## src/include/llrm_pkg.sv

```systemverilog
// constants and register map of the loop lock and reference loss monitor
package llrm_pkg;
   localparam int PD_W         = 24;
   localparam int OFS_W        = 14;
   localparam int THR_W        = 32;
   localparam int WD_W         = 16;
   localparam int XP_W         = 5;
   localparam int YP_W         = 3;
   localparam int DWELL_W      = 22;
   localparam logic [4:0] X_MAX = 5'h14;
   localparam int PIN_N        = 4;
   localparam int SEL_W        = 2;
   localparam logic [7:0] A_OFFSET   = 8'h00;
   localparam logic [7:0] A_PLK_THR  = 8'h04;
   localparam logic [7:0] A_FLK_THR  = 8'h08;
   localparam logic [7:0] A_PLK_DWL  = 8'h0C;
   localparam logic [7:0] A_FLK_DWL  = 8'h10;
   localparam logic [7:0] A_WD_A     = 8'h14;
   localparam logic [7:0] A_WD_B     = 8'h18;
   localparam logic [7:0] A_LOSS_CTL = 8'h1C;
   localparam logic [7:0] A_STATUS   = 8'h20;
   localparam logic [7:0] A_IRQ      = 8'h24;
   localparam int DWL_Y_LSB    = 8;
   localparam int CTL_EN_A     = 0;
   localparam int CTL_EN_B     = 1;
   localparam int CTL_SEL_LSB  = 8;
   localparam logic [WD_W-1:0] WD_RST = 16'hFFFF;
   localparam logic [1:0] HTRANS_NONSEQ = 2'h2;
endpackage : llrm_pkg

```

## src/logic/llrm_dwell.sv

```systemverilog
// lock qualifier with power-of-two lock and unlock dwell counts
`timescale 1ns/1ps
module llrm_dwell #(
   parameter int CNT_W = llrm_pkg::DWELL_W
) (
   input  wire logic                      hclk,
   input  wire logic                      hresetn,
   input  wire logic                      tick,
   input  wire logic                      cmp_true,
   input  wire logic [llrm_pkg::XP_W-1:0] pow_x,
   input  wire logic [llrm_pkg::YP_W-1:0] pow_y,
   output      logic                      locked
);
   typedef struct packed {
      logic             lock;
      logic             last;
      logic [CNT_W-1:0] cnt;
   } llrm_dw_t;
   llrm_dw_t s_q;
   llrm_dw_t s_d;
   logic [CNT_W-1:0] run;
   logic [CNT_W-1:0] lk_target;
   logic [CNT_W-1:0] ul_target;
   always_comb begin
      s_d       = s_q;
      lk_target = CNT_W'(1) << ((pow_x > llrm_pkg::X_MAX) ? llrm_pkg::X_MAX : pow_x);
      ul_target = CNT_W'(2) << pow_y;
      run       = (cmp_true == s_q.last) ? s_q.cnt + CNT_W'(1) : CNT_W'(1);
      if (tick) begin
         s_d.last = cmp_true;
         s_d.cnt  = run;
         if (!s_q.lock && cmp_true && run >= lk_target) begin
            s_d.lock = 1'b1;
            s_d.cnt  = '0;
         end else if (s_q.lock && !cmp_true && run >= ul_target) begin
            s_d.lock = 1'b0;
            s_d.cnt  = '0;
         end else if (run == '1) begin
            s_d.cnt = s_q.cnt;
         end
      end
   end
   always_ff @(posedge hclk or negedge hresetn) begin
      if (!hresetn) begin
         s_q <= '0;
      end else begin
         s_q <= s_d;
      end
   end
   assign locked = s_q.lock;
endmodule : llrm_dwell

```

## src/logic/llrm_top.sv

```systemverilog
// loop lock detector, phase offset adder and reference loss watchdogs
// Summary of operation
// - add offset constant to every detector sample taken with pd_valid
// - offset is 14-bit signed two's complement
// - phase comparator true when magnitude within threshold
// - phase threshold is 32-bit writable unsigned
// - lock holds until unlock or reset
// - X is 5-bit field, 0 to 20
// - unlock after 2^(Y+1) consecutive false ticks
// - unlock clears lock, qualification restarts automatically
// - Y is 3-bit field, 0 to 7
// - frequency compare uses successive sample difference
// - frequency dwell uses its own register
// - per-reference enabled loss monitor, status and irq
// - selectable routing of loss flags to pins
// - watchdog restarts on reference rising edge
// - 16-bit terminal count per watchdog
// - watchdog advances every two system clocks
`timescale 1ns/1ps
module llrm_top #(
   parameter int PD_W = llrm_pkg::PD_W
) (
   input  wire logic                               hclk,
   input  wire logic                               hresetn,
   input  wire logic                               hsel,
   input  wire logic [7:0]                         haddr,
   input  wire logic [1:0]                         htrans,
   input  wire logic                               hwrite,
   input  wire logic [2:0]                         hsize,
   input  wire logic [31:0]                        hwdata,
   input  wire logic                               hready,
   output      logic [31:0]                        hrdata,
   output      logic                               hreadyout,
   output      logic                               hresp,
   input  wire logic                               loop_tick,
   input  wire logic                               pd_valid,
   input  wire logic signed [PD_W-1:0]             pd_sample,
   input  wire logic                               input_ref_a,
   input  wire logic                               input_ref_b,
   output      logic signed [PD_W-1:0]             pd_adjusted,
   output      logic                               phase_locked,
   output      logic                               freq_locked,
   output      logic [llrm_pkg::PIN_N-1:0]         status_pin_group
);
   localparam int PW = PD_W + 1;
   localparam int DW = llrm_pkg::DWL_Y_LSB + llrm_pkg::YP_W;
   typedef struct packed {
      logic                           wr_pend;
      logic [7:0]                     wr_addr;
      logic [llrm_pkg::OFS_W-1:0]     phase_offset_constant;
      logic [llrm_pkg::THR_W-1:0]     phase_lock_threshold;
      logic [llrm_pkg::THR_W-1:0]     freq_lock_threshold;
      logic [DW-1:0]                  plk_dwell;
      logic [DW-1:0]                  flk_dwell;
      logic [llrm_pkg::WD_W-1:0]      wd_cnt_a;
      logic [llrm_pkg::WD_W-1:0]      wd_cnt_b;
      logic [1:0]                     loss_en;
      logic [llrm_pkg::PIN_N*llrm_pkg::SEL_W-1:0] pin_sel;
      logic [1:0]                     irq_q;
      logic [31:0]                    rdata;
      logic signed [PD_W-1:0]         adj;
      logic                           ph_ok;
      logic                           fr_ok;
      logic                           half;
      logic [1:0]                     ref_last;
      logic [2*llrm_pkg::WD_W-1:0]    wd;
      logic [1:0]                     loss;
      logic [llrm_pkg::PIN_N-1:0]     pins;
   } llrm_st_t;
   llrm_st_t s_q;
   llrm_st_t s_d;
   logic signed [PD_W-1:0] adj_new;
   logic signed [PW-1:0]   diff;
   logic [PW-1:0]          mag_p;
   logic [PW-1:0]          mag_f;
   logic                   ph_lock;
   logic                   fr_lock;
   logic                   rd_take;
   logic                   wr_take;
   logic [1:0]             ref_now;
   logic [DW-1:0]          dwell_wr;
   logic [llrm_pkg::WD_W-1:0] wd_term [2];
   always_comb begin
      s_d     = s_q;
      ref_now = {input_ref_b, input_ref_a};
      wd_term[0] = s_q.wd_cnt_a;
      wd_term[1] = s_q.wd_cnt_b;
      rd_take = hsel && hready && htrans == llrm_pkg::HTRANS_NONSEQ && !hwrite;
      wr_take = hsel && hready && htrans == llrm_pkg::HTRANS_NONSEQ && hwrite;
      // gap bits between the two powers are not stored, so they read back as zero
      dwell_wr = {hwdata[llrm_pkg::DWL_Y_LSB +: llrm_pkg::YP_W],
                  (DW-llrm_pkg::XP_W-llrm_pkg::YP_W)'(0), hwdata[llrm_pkg::XP_W-1:0]};
      // offset is sign-extended so negative settings pull the loop earlier
      adj_new = pd_sample + PD_W'(signed'(s_q.phase_offset_constant));
      diff    = PW'(adj_new) - PW'(s_q.adj);
      mag_p   = adj_new[PD_W-1] ? PW'(-PW'(adj_new)) : PW'(adj_new);
      mag_f   = diff[PW-1] ? -diff : diff;
      if (pd_valid) begin
         s_d.adj   = adj_new;
         s_d.ph_ok = ({{(llrm_pkg::THR_W-PW){1'b0}}, mag_p} <= s_q.phase_lock_threshold);
         s_d.fr_ok = ({{(llrm_pkg::THR_W-PW){1'b0}}, mag_f} <= s_q.freq_lock_threshold);
      end
      // watchdogs tick at half the system rate
      s_d.half     = ~s_q.half;
      s_d.ref_last = ref_now;
      for (int i = 0; i < 2; i++) begin
         if (!s_q.loss_en[i]) begin
            s_d.wd[i*llrm_pkg::WD_W +: llrm_pkg::WD_W] = '0;
            s_d.loss[i] = 1'b0;
         end else if (ref_now[i] && !s_q.ref_last[i]) begin
            s_d.wd[i*llrm_pkg::WD_W +: llrm_pkg::WD_W] = '0;
            s_d.loss[i] = 1'b0;
         end else if (s_q.wd[i*llrm_pkg::WD_W +: llrm_pkg::WD_W] >= wd_term[i]) begin
            s_d.loss[i] = 1'b1;
         end else if (s_q.half) begin
            s_d.wd[i*llrm_pkg::WD_W +: llrm_pkg::WD_W] =
               s_q.wd[i*llrm_pkg::WD_W +: llrm_pkg::WD_W] + llrm_pkg::WD_W'(1);
         end
      end
      // status pins: selector 0 off, 1 loss A, 2 loss B, 3 either
      for (int p = 0; p < llrm_pkg::PIN_N; p++) begin
         case (s_q.pin_sel[p*llrm_pkg::SEL_W +: llrm_pkg::SEL_W])
            2'h1:    s_d.pins[p] = s_q.loss[0];
            2'h2:    s_d.pins[p] = s_q.loss[1];
            2'h3:    s_d.pins[p] = |s_q.loss;
            default: s_d.pins[p] = 1'b0;
         endcase
      end
      // irq bits: new loss sets, write-one clears, set wins
      s_d.irq_q = s_q.irq_q;
      s_d.wr_pend = wr_take;
      if (wr_take) begin
         s_d.wr_addr = haddr;
      end
      if (s_q.wr_pend) begin
         case (s_q.wr_addr)
            llrm_pkg::A_OFFSET:  s_d.phase_offset_constant = hwdata[llrm_pkg::OFS_W-1:0];
            llrm_pkg::A_PLK_THR: s_d.phase_lock_threshold = hwdata;
            llrm_pkg::A_FLK_THR: s_d.freq_lock_threshold = hwdata;
            llrm_pkg::A_PLK_DWL: s_d.plk_dwell = dwell_wr;
            llrm_pkg::A_FLK_DWL: s_d.flk_dwell = dwell_wr;
            llrm_pkg::A_WD_A:    s_d.wd_cnt_a = hwdata[llrm_pkg::WD_W-1:0];
            llrm_pkg::A_WD_B:    s_d.wd_cnt_b = hwdata[llrm_pkg::WD_W-1:0];
            llrm_pkg::A_LOSS_CTL: begin
               s_d.loss_en = hwdata[llrm_pkg::CTL_EN_B:llrm_pkg::CTL_EN_A];
               s_d.pin_sel = hwdata[llrm_pkg::CTL_SEL_LSB +: llrm_pkg::PIN_N*llrm_pkg::SEL_W];
            end
            llrm_pkg::A_IRQ:     s_d.irq_q = s_q.irq_q & ~hwdata[1:0];
            default: ;
         endcase
      end
      s_d.irq_q = s_d.irq_q | (s_d.loss & ~s_q.loss);
      s_d.rdata = '0;
      if (rd_take) begin
         case (haddr)
            llrm_pkg::A_OFFSET:  s_d.rdata = {18'h0, s_q.phase_offset_constant};
            llrm_pkg::A_PLK_THR: s_d.rdata = s_q.phase_lock_threshold;
            llrm_pkg::A_FLK_THR: s_d.rdata = s_q.freq_lock_threshold;
            llrm_pkg::A_PLK_DWL: s_d.rdata = {(32-DW)'(0), s_q.plk_dwell};
            llrm_pkg::A_FLK_DWL: s_d.rdata = {(32-DW)'(0), s_q.flk_dwell};
            llrm_pkg::A_WD_A:    s_d.rdata = {16'h0000, s_q.wd_cnt_a};
            llrm_pkg::A_WD_B:    s_d.rdata = {16'h0000, s_q.wd_cnt_b};
            llrm_pkg::A_LOSS_CTL: s_d.rdata = {16'h0000, s_q.pin_sel, 6'h00, s_q.loss_en};
            llrm_pkg::A_STATUS:  s_d.rdata = {28'h0000000, fr_lock, ph_lock, s_q.loss};
            llrm_pkg::A_IRQ:     s_d.rdata = {30'h0, s_q.irq_q};
            default:             s_d.rdata = '0;
         endcase
      end
   end
   always_ff @(posedge hclk or negedge hresetn) begin
      if (!hresetn) begin
         s_q          <= '0;
         s_q.wd_cnt_a <= llrm_pkg::WD_RST;
         s_q.wd_cnt_b <= llrm_pkg::WD_RST;
      end else begin
         s_q <= s_d;
      end
   end
   llrm_dwell u_phase (
      .hclk     (hclk),
      .hresetn  (hresetn),
      .tick     (loop_tick),
      .cmp_true (s_q.ph_ok),
      .pow_x    (s_q.plk_dwell[llrm_pkg::XP_W-1:0]),
      .pow_y    (s_q.plk_dwell[llrm_pkg::DWL_Y_LSB +: llrm_pkg::YP_W]),
      .locked   (ph_lock)
   );
   llrm_dwell u_freq (
      .hclk     (hclk),
      .hresetn  (hresetn),
      .tick     (loop_tick),
      .cmp_true (s_q.fr_ok),
      .pow_x    (s_q.flk_dwell[llrm_pkg::XP_W-1:0]),
      .pow_y    (s_q.flk_dwell[llrm_pkg::DWL_Y_LSB +: llrm_pkg::YP_W]),
      .locked   (fr_lock)
   );
   assign hrdata           = s_q.rdata;
   assign hreadyout        = 1'b1;
   assign hresp            = 1'b0;
   assign pd_adjusted      = s_q.adj;
   assign phase_locked     = ph_lock;
   assign freq_locked      = fr_lock;
   assign status_pin_group = s_q.pins;
endmodule : llrm_top

```

## config.mk

```make
export PLATFORM = sky130hd
export DESIGN_NAME = llrm_top
export DESIGN_NICKNAME = d
export VERILOG_FILES = /design/src/include/llrm_pkg.sv /design/src/logic/llrm_dwell.sv /design/src/logic/llrm_top.sv
export SDC_FILE = /design/constraint.sdc
export NUM_CORES = 1
export LEC_CHECK = 0
export CORE_UTILIZATION = 55
export CTS_CLUSTER_DIAMETER = 50
export DETAILED_ROUTE_END_ITERATION = 10
export DONT_BUFFER_PORTS = 1
export GPL_ROUTABILITY_DRIVEN = 0
export GPL_TIMING_DRIVEN = 0
export PLACE_DENSITY = 0.7
export SYNTH_ARGS = -nofsm -noshare
export SYNTH_HDL_FRONTEND = slang
export SYNTH_SLANG_ARGS = --single-unit
```

## constraint.sdc

```tcl
create_clock -name hclk -period 8.4 [get_ports hclk]
set_clock_uncertainty 0.15 [all_clocks]
set_input_delay 0.42 -clock hclk [delete_from_list [all_inputs] [get_ports hclk]]
set_output_delay 0.42 -clock hclk [all_outputs]
set_load 0.02 [all_outputs]
```

After elaboration in Yosys (flattened, before gate mapping)
Index checks and enable logic that the tools add are counted.
{ "op_classes": {"n_addsub": 8, "n_shift": 4, "reduce_logical": 40, "mux": 38, "eq_ne": 40, "magnitude_cmp": 10, "bitwise": 6} }
{ "ops": {"columns": ["operator", "n"], "rows": [
  ["$pmux 32 s10", 1],
  ["$mux 22", 8],
  ["$mux 16", 8],
  ["$ge 22x22->1", 4],
  ["$eq 8x5->1 const B", 8],
  ["$le 25x32->1", 2],
  ["$mux 25", 2],
  ["$add 22x1->22 const B", 2],
  ["$eq 22x22->1 const B", 2],
  ["$shl 1x5->22 const A", 2],
  ["$shl 2x3->22 const A", 2],
  ["$add 16x1->16 const B", 2],
  ["$eq 8x4->1 const B", 4],
  ["$ge 16x16->1", 2],
  ["$mux 32", 1],
  ["$reduce_and 2->1", 14],
  ["$neg 24->25", 1],
  ["$neg 25->25", 1],
  ["$sub 24x24->25", 1],
  ["$add 24x14->24", 1],
  ["$eq 8x6->1 const B", 3],
  ["$eq 2x2->1 const B", 9],
  ["$eq 8x3->1 const B", 2],
  ["$logic_not 8->1", 2],
  ["18 further kinds", 62]
]} }
{ "word_totals": {"output_inout_bits": 64, "elab_cells": 174, "reg_bits": 294, "in_bits": 78} }

Logic depth before layout (Yosys ltp)
{ "logic_depth": {"word_depth": 7, "depth_mapped": 33, "ltp_nobuf": 31} }

Cells and area by module
Synthesis repeated with hierarchy kept, for this count alone.
{ "unflattened": {"cells_unflattened": 2354, "hier_area_um2": 21514.4} }
{ "by_module_without_submodules": {"columns": ["mod", "seq_area_each_um2", "n_inst", "cells_per_inst", "area_each_um2"], "rows": [
  ["llrm_top", 6195.9, 1, 1682, 16026.6],
  ["llrm_dwell", 600.6, 2, 336, 2743.9]
]} }

Least setup slack after synthesis
No wires, ideal clock.
{ "synth_path": {"path_kind": "input -> register", "start": "input port pd_sample[0]", "end": "register s_q[41] (netlist name)", "path_stages": 33, "n_path_buf": 2, "path_slack_ns": 2.318, "setup_ns": 0.120, "arrival_ns": 5.812, "required_time_ns": 8.130, "cell_sequence": "ha_1 -> inv_1 -> fa_1 -> nand2b_1 -> a21oi_1 -> o21ai_1 -> nand2b_1 -> a21oi_1 -> xnor2_1 -> ha_1 -> clkbuf_1 -> and2_1 -> a21oi_1 -> a21oi_1 -> or2_2 -> a311o_1 -> a21oi_1 -> o21bai_1 -> a221o_1 -> clkbuf_1 -> nor2_1 -> a21oi_1 -> ha_1 -> nor2b_1 -> o21a_1 -> o21ai_0 -> nand2b_1 -> a21oi_1 -> nor2b_1 -> o21ai_0 -> a2111oi_0 -> o2111ai_1 -> o211a_1"} }
{ "synth_between": {"elab_chain_cells": 5} }
{ "synth_lines": {"columns": ["item", "line_no", "text"], "rows": [
  ["from (decl)", "llrm_top.sv:37", "input wire logic signed [PD_W-1:0] pd_sample,"],
  ["$add 24x14->24 (*)", "llrm_top.sv:94", "adj_new = pd_sample + PD_W'(signed'(s_q.phase_offset_constant));"],
  ["via adj_new[10]", "llrm_top.sv:72", "logic signed [PD_W-1:0] adj_new;"],
  ["$sub 24x24->25 (*)", "llrm_top.sv:95", "diff = PW'(adj_new) - PW'(s_q.adj);"],
  ["$neg 25->25", "llrm_top.sv:97", "mag_f = diff[PW-1] ? -diff : diff;"],
  ["$mux 25 (*)", "llrm_top.sv:97", null],
  ["$le 25x32->1 (*)", "llrm_top.sv:101", "s_d.fr_ok = ({{(llrm_pkg::THR_W-PW){1'b0}}, mag_f} <= s_q.freq_lock_threshold);"],
  ["to (decl)", "llrm_top.sv:70", "llrm_st_t s_q;"]
]} }
Mark *: on every way through the listed nets, which the timed path passes. The rest lies on a longest branch.
A chain may end at the register's enable or synchronous reset.

Worst setup path in the final report
{ "layout_path": {"start": "register s_q[229] (netlist name)", "end": "register s_q[41] (netlist name)"} }
{ "layout_between": {"elab_chain_cells": 5} }
{ "layout_lines": {"columns": ["item", "line_no"], "rows": [
  ["$add 24x14->24 (*)", "llrm_top.sv:94"],
  ["via adj_new[16]", "llrm_top.sv:72"],
  ["$sub 24x24->25 (*)", "llrm_top.sv:95"],
  ["$neg 25->25", "llrm_top.sv:97"],
  ["$mux 25 (*)", "llrm_top.sv:97"],
  ["$le 25x32->1 (*)", "llrm_top.sv:101"]
]} }
Marks and branches as above.

==> run_results.csv <==
group,metric,value,unit
outcome,status,"completed",
final_layout,layout_common_cells,"262 x dfrtp_1, 227 x nand2_1, 195 x ha_1",
hold_path,hold_class,"input pin to flop",
drt,post-route-drc-count,0,
die,placementRows,71,
yosys,synth_fa_ha_area_share,11.8,%
worst_setup_path,critPathKind,"flop to flop",
worst_setup_path,critical_path.reg2reg.startpoint,"s_q[229]",
worst_setup_path,crit_path_start_kind,"flop",
drt,drt-initial-drc-count,1280,
yosys,average_cell_area_after_synthesis,9.03,sq um
worst_setup_path,worst_path_max_delay_cell,"o311ai_1",
worst_setup_path,critical_path.reg2reg.endpoint,"s_q[41]",
die,start_util,56.0,%
grt,globalRouteTotalUtil,30.7,%
yosys,synth-simple-area-share,17.6,%
flow_run,maxCapViolCount,0,
sta,worst_slew_pin_slew,1.06,ns
yosys,synthFlopType,"dfrtp_1",
place,placed_cells_incl_taps,2847,
yosys,synthArstFlopShare,100,%
place,dpl_cell_area,0.0217,sq mm
worst_setup_path,critPathCaptureType,"flop",
sta,tns,0,ns
yosys,top_cells_by_area_in_the_synthesized_netlist,"dfrtp_1 31%, ha_1 12%, mux2_2 5.3%, nand2_1 4.0%, dfstp_2 4.0%",
worst_setup_path,worst-r2r-cell-count,30,
worst_setup_path,critical_path_s_top_delay_family,"compound AO/OA/AOI/OAI gates",
hold_path,worst_hold_path.endpoint,"u_phase.locked",
final_layout,final-instance-count-excl-fill,2963,
worst_setup_path,critPathArrivalTime,7.73,ns
yosys,synth_largest_type_area_fraction,31.1,%
final_layout,postLayoutCellArea,0.0235,sq mm
clocking,tritoncts.num_buffers,38,
grt,first_global_vias,17400,
sta,setup_violations,0,
yosys,netlist_area,0.0211,sq mm
final_layout,layout-drive-gt1-share,12.4,%
die,vertical_extent_of_the_die,198,um
clocking,clk_pin_slew,0.06,ns
clocking,cts.sinks,294,
hold_path,worstHoldStart,"loop_tick",
yosys,synthesis.instances,2333,
place,detailedPlacementHpwl,45200,um
yosys,seq_area_frac_synth,35.1,%
die,top_level_ports,142,
final_layout,area_growth_syn_to_layout,11.4,%
drt,number_of_nets_with_antenna_violations_after_detailed_routing,0,
worst_setup_path,worst-r2r-setup-slack,0.97,ns
yosys,ys.warnings.count,0,
sta,layout_worst_path_cycle_share,88.5,%
sta,min_period,7.43,ns
yosys,number_of_enable_type_register_cells_in_the_synthesized_netlist,0,
sta,number_of_pins_with_negative_max_slew_slack_in_the_final_report,0,
place,placement.setup.worst_slack,1.18,ns
die,core,0.0377,sq mm
clocking,number_of_levels_the_h_tree_was_split_into,2,
worst_setup_path,cp.required,8.70,ns
sta,achievable_freq,135,MHz
yosys,synth_top_cell_by_area,"dfrtp_1",
yosys,synth-compound-area-share,17.4,%
clocking,tritoncts,"done",
drt,num_vias,18100,
sta,hold_violations,0,
worst_setup_path,crit_fanout,10,
worst_setup_path,critPathBufInv,3,
yosys,mux_share_of_post_synthesis_cell_area,5.77,%
grt,grt_first_pass_wirelength,93900,um
final_layout,mostFrequentLayoutCell,"dfrtp_1",
final_layout,fillers,3281,
sta,final.setup.worst_slack,0.968,ns
drt,vias_per_cell,6.10,
grt,grt_antenna_before_repair,2,
yosys,xor_xnor_portion_of_the_synthesized_cell_area,5.56,%
worst_setup_path,worst_path_largest_cell_delay,0.65,ns
drt,detail_route.wl_per_cell,20.3,um
grt,global_route.overflow_total,0,
die,die-area,0.0391,sq mm
worst_setup_path,timing.critical_path.mode_cell,"a21oi_1",
yosys,netlist-cell-type-count,91,
hold_path,hold_depth,2,
grt,grt_max_degree,295,
place,total_of_buffers_placed_on_input_and_output_ports,0,
sta,grt_setup_unrepaired,"no",
power,power_leakage,10.9,nW
die,dieWidth,198,um
clocking,cts_root_buf,"clkbuf_16",
yosys,synth_top_family_by_area,"simple AND/OR/NAND/NOR gates",
sta,hold_slack,0.0324,ns
sta,slew-limit-headroom,29.0,%
drt,firstDrtPassIters,5,
clocking,clock_latency,0.57,ns
clocking,cts_buffer_depth,3,
power,power_density,337,mW/mm^2
yosys,ys_ff_latch,294,
power,vdd_ir_drop_max,0.000278,V
clocking,post_cts_resize_count,0,
drt,finalWirelength,60200,um
final_layout,design.final.nets,2696,
## kinds of logic after synthesis
kind of cell / after synthesis
other cells: 2
xor+xnor: 132
buf+inv: 312
fa+ha+maj: 197
flops: 294
simple gates: 736
compound gates: 551
mux: 109
## worst max-delay path by stage
stage | cells after the start | from | end | slack [ns]
6_report | 30 | s_q[229] | s_q[41] | 0.97
5_1_grt | 32 | s_q[229] | s_q[41] | 0.28
4_1_cts | 30 | s_q[229] | s_q[41] | 1.12
3_5_place_dp | 30 | s_q[229] | s_q[41] | 1.18
3_3_place_gp | 30 | s_q[229] | s_q[41] | 1.25
2_1_floorplan | 33 | pd_sample[0] | s_q[41] | 2.32
## metrics by stage
step	power, mW	util [%]
2_1_floorplan	5.11	-
3_3_place_gp	5.95	57.7
3_5_place_dp	6.10	57.7
4_1_cts	7.84	62.2
5_1_grt	8.48	62.3
6_report	7.91	62.3
## layout make-up
class / instances / area (sq um) / area share (%)
antenna: 2 / 5.00 / 0.0213
buffer: 149 / 812 / 3.46
clock buffer: 49 / 1050 / 4.49
clock inverter: 20 / 195 / 0.831
inverter: 163 / 612 / 2.61
multi-input combinational: 1730 / 12300 / 52.3
sequential: 294 / 7400 / 31.5
tap: 511 / 639 / 2.72
timing repair buffer: 45 / 485 / 2.07
## power by group
part	switching, mW	internal [mW]	total (mW)
logic	2.70	1.82	4.51
registers	0.180	1.58	1.76
clock network	0.676	0.959	1.64
total	3.55	4.35	7.91
## per-layer routing
metal | GRT usage (%) | vias to the layer above | part of all wire, %
met3 | 5.91 | 123 | 7.6
met4 | 11.6 | 0 | 3.5
met2 | 49.8 | 625 | 46
met5 | 0 | - | 0
li1 | - | 8517 | -
met1 | 40.6 | 8804 | 43
## state kept, by name, indices dropped and copies added (netlist names)
signal,flops
s_q,186
hrdata,32
pd_adjusted,24
u_freq.s_q,23
u_phase.s_q,23
status_pin_group,4
u_freq.locked,1
u_phase.locked,1
## synthesized netlist by cell type (21+ instances only)
library cell,n
dfrtp_1,262
nand2_1,227
ha_1,195
inv_1,161
nor2_1,146
o21ai_0,125
a21oi_1,115
mux2_2,100
clkbuf_1,72
nand3_1,69
xor2_1,67
buf_4,65
xnor2_1,63
a22oi_1,54
nand4_1,50
a21o_1,47
dfstp_2,32
nor3_1,31
a22o_1,30
nand2b_1,30
nor2b_1,27
and3_1,25
a31oi_1,24
nor4_1,21
## timing repair
| item | CTS | global route |
|---|---|---|
| hold buffers | 43 | 1 |
| setup endpoints to repair | 0 | 0 |
| hold endpoints to repair | 437 | 98 |
| setup buffers | 0 | 0 |
Note: power is estimated with default switching activity, not from simulation.
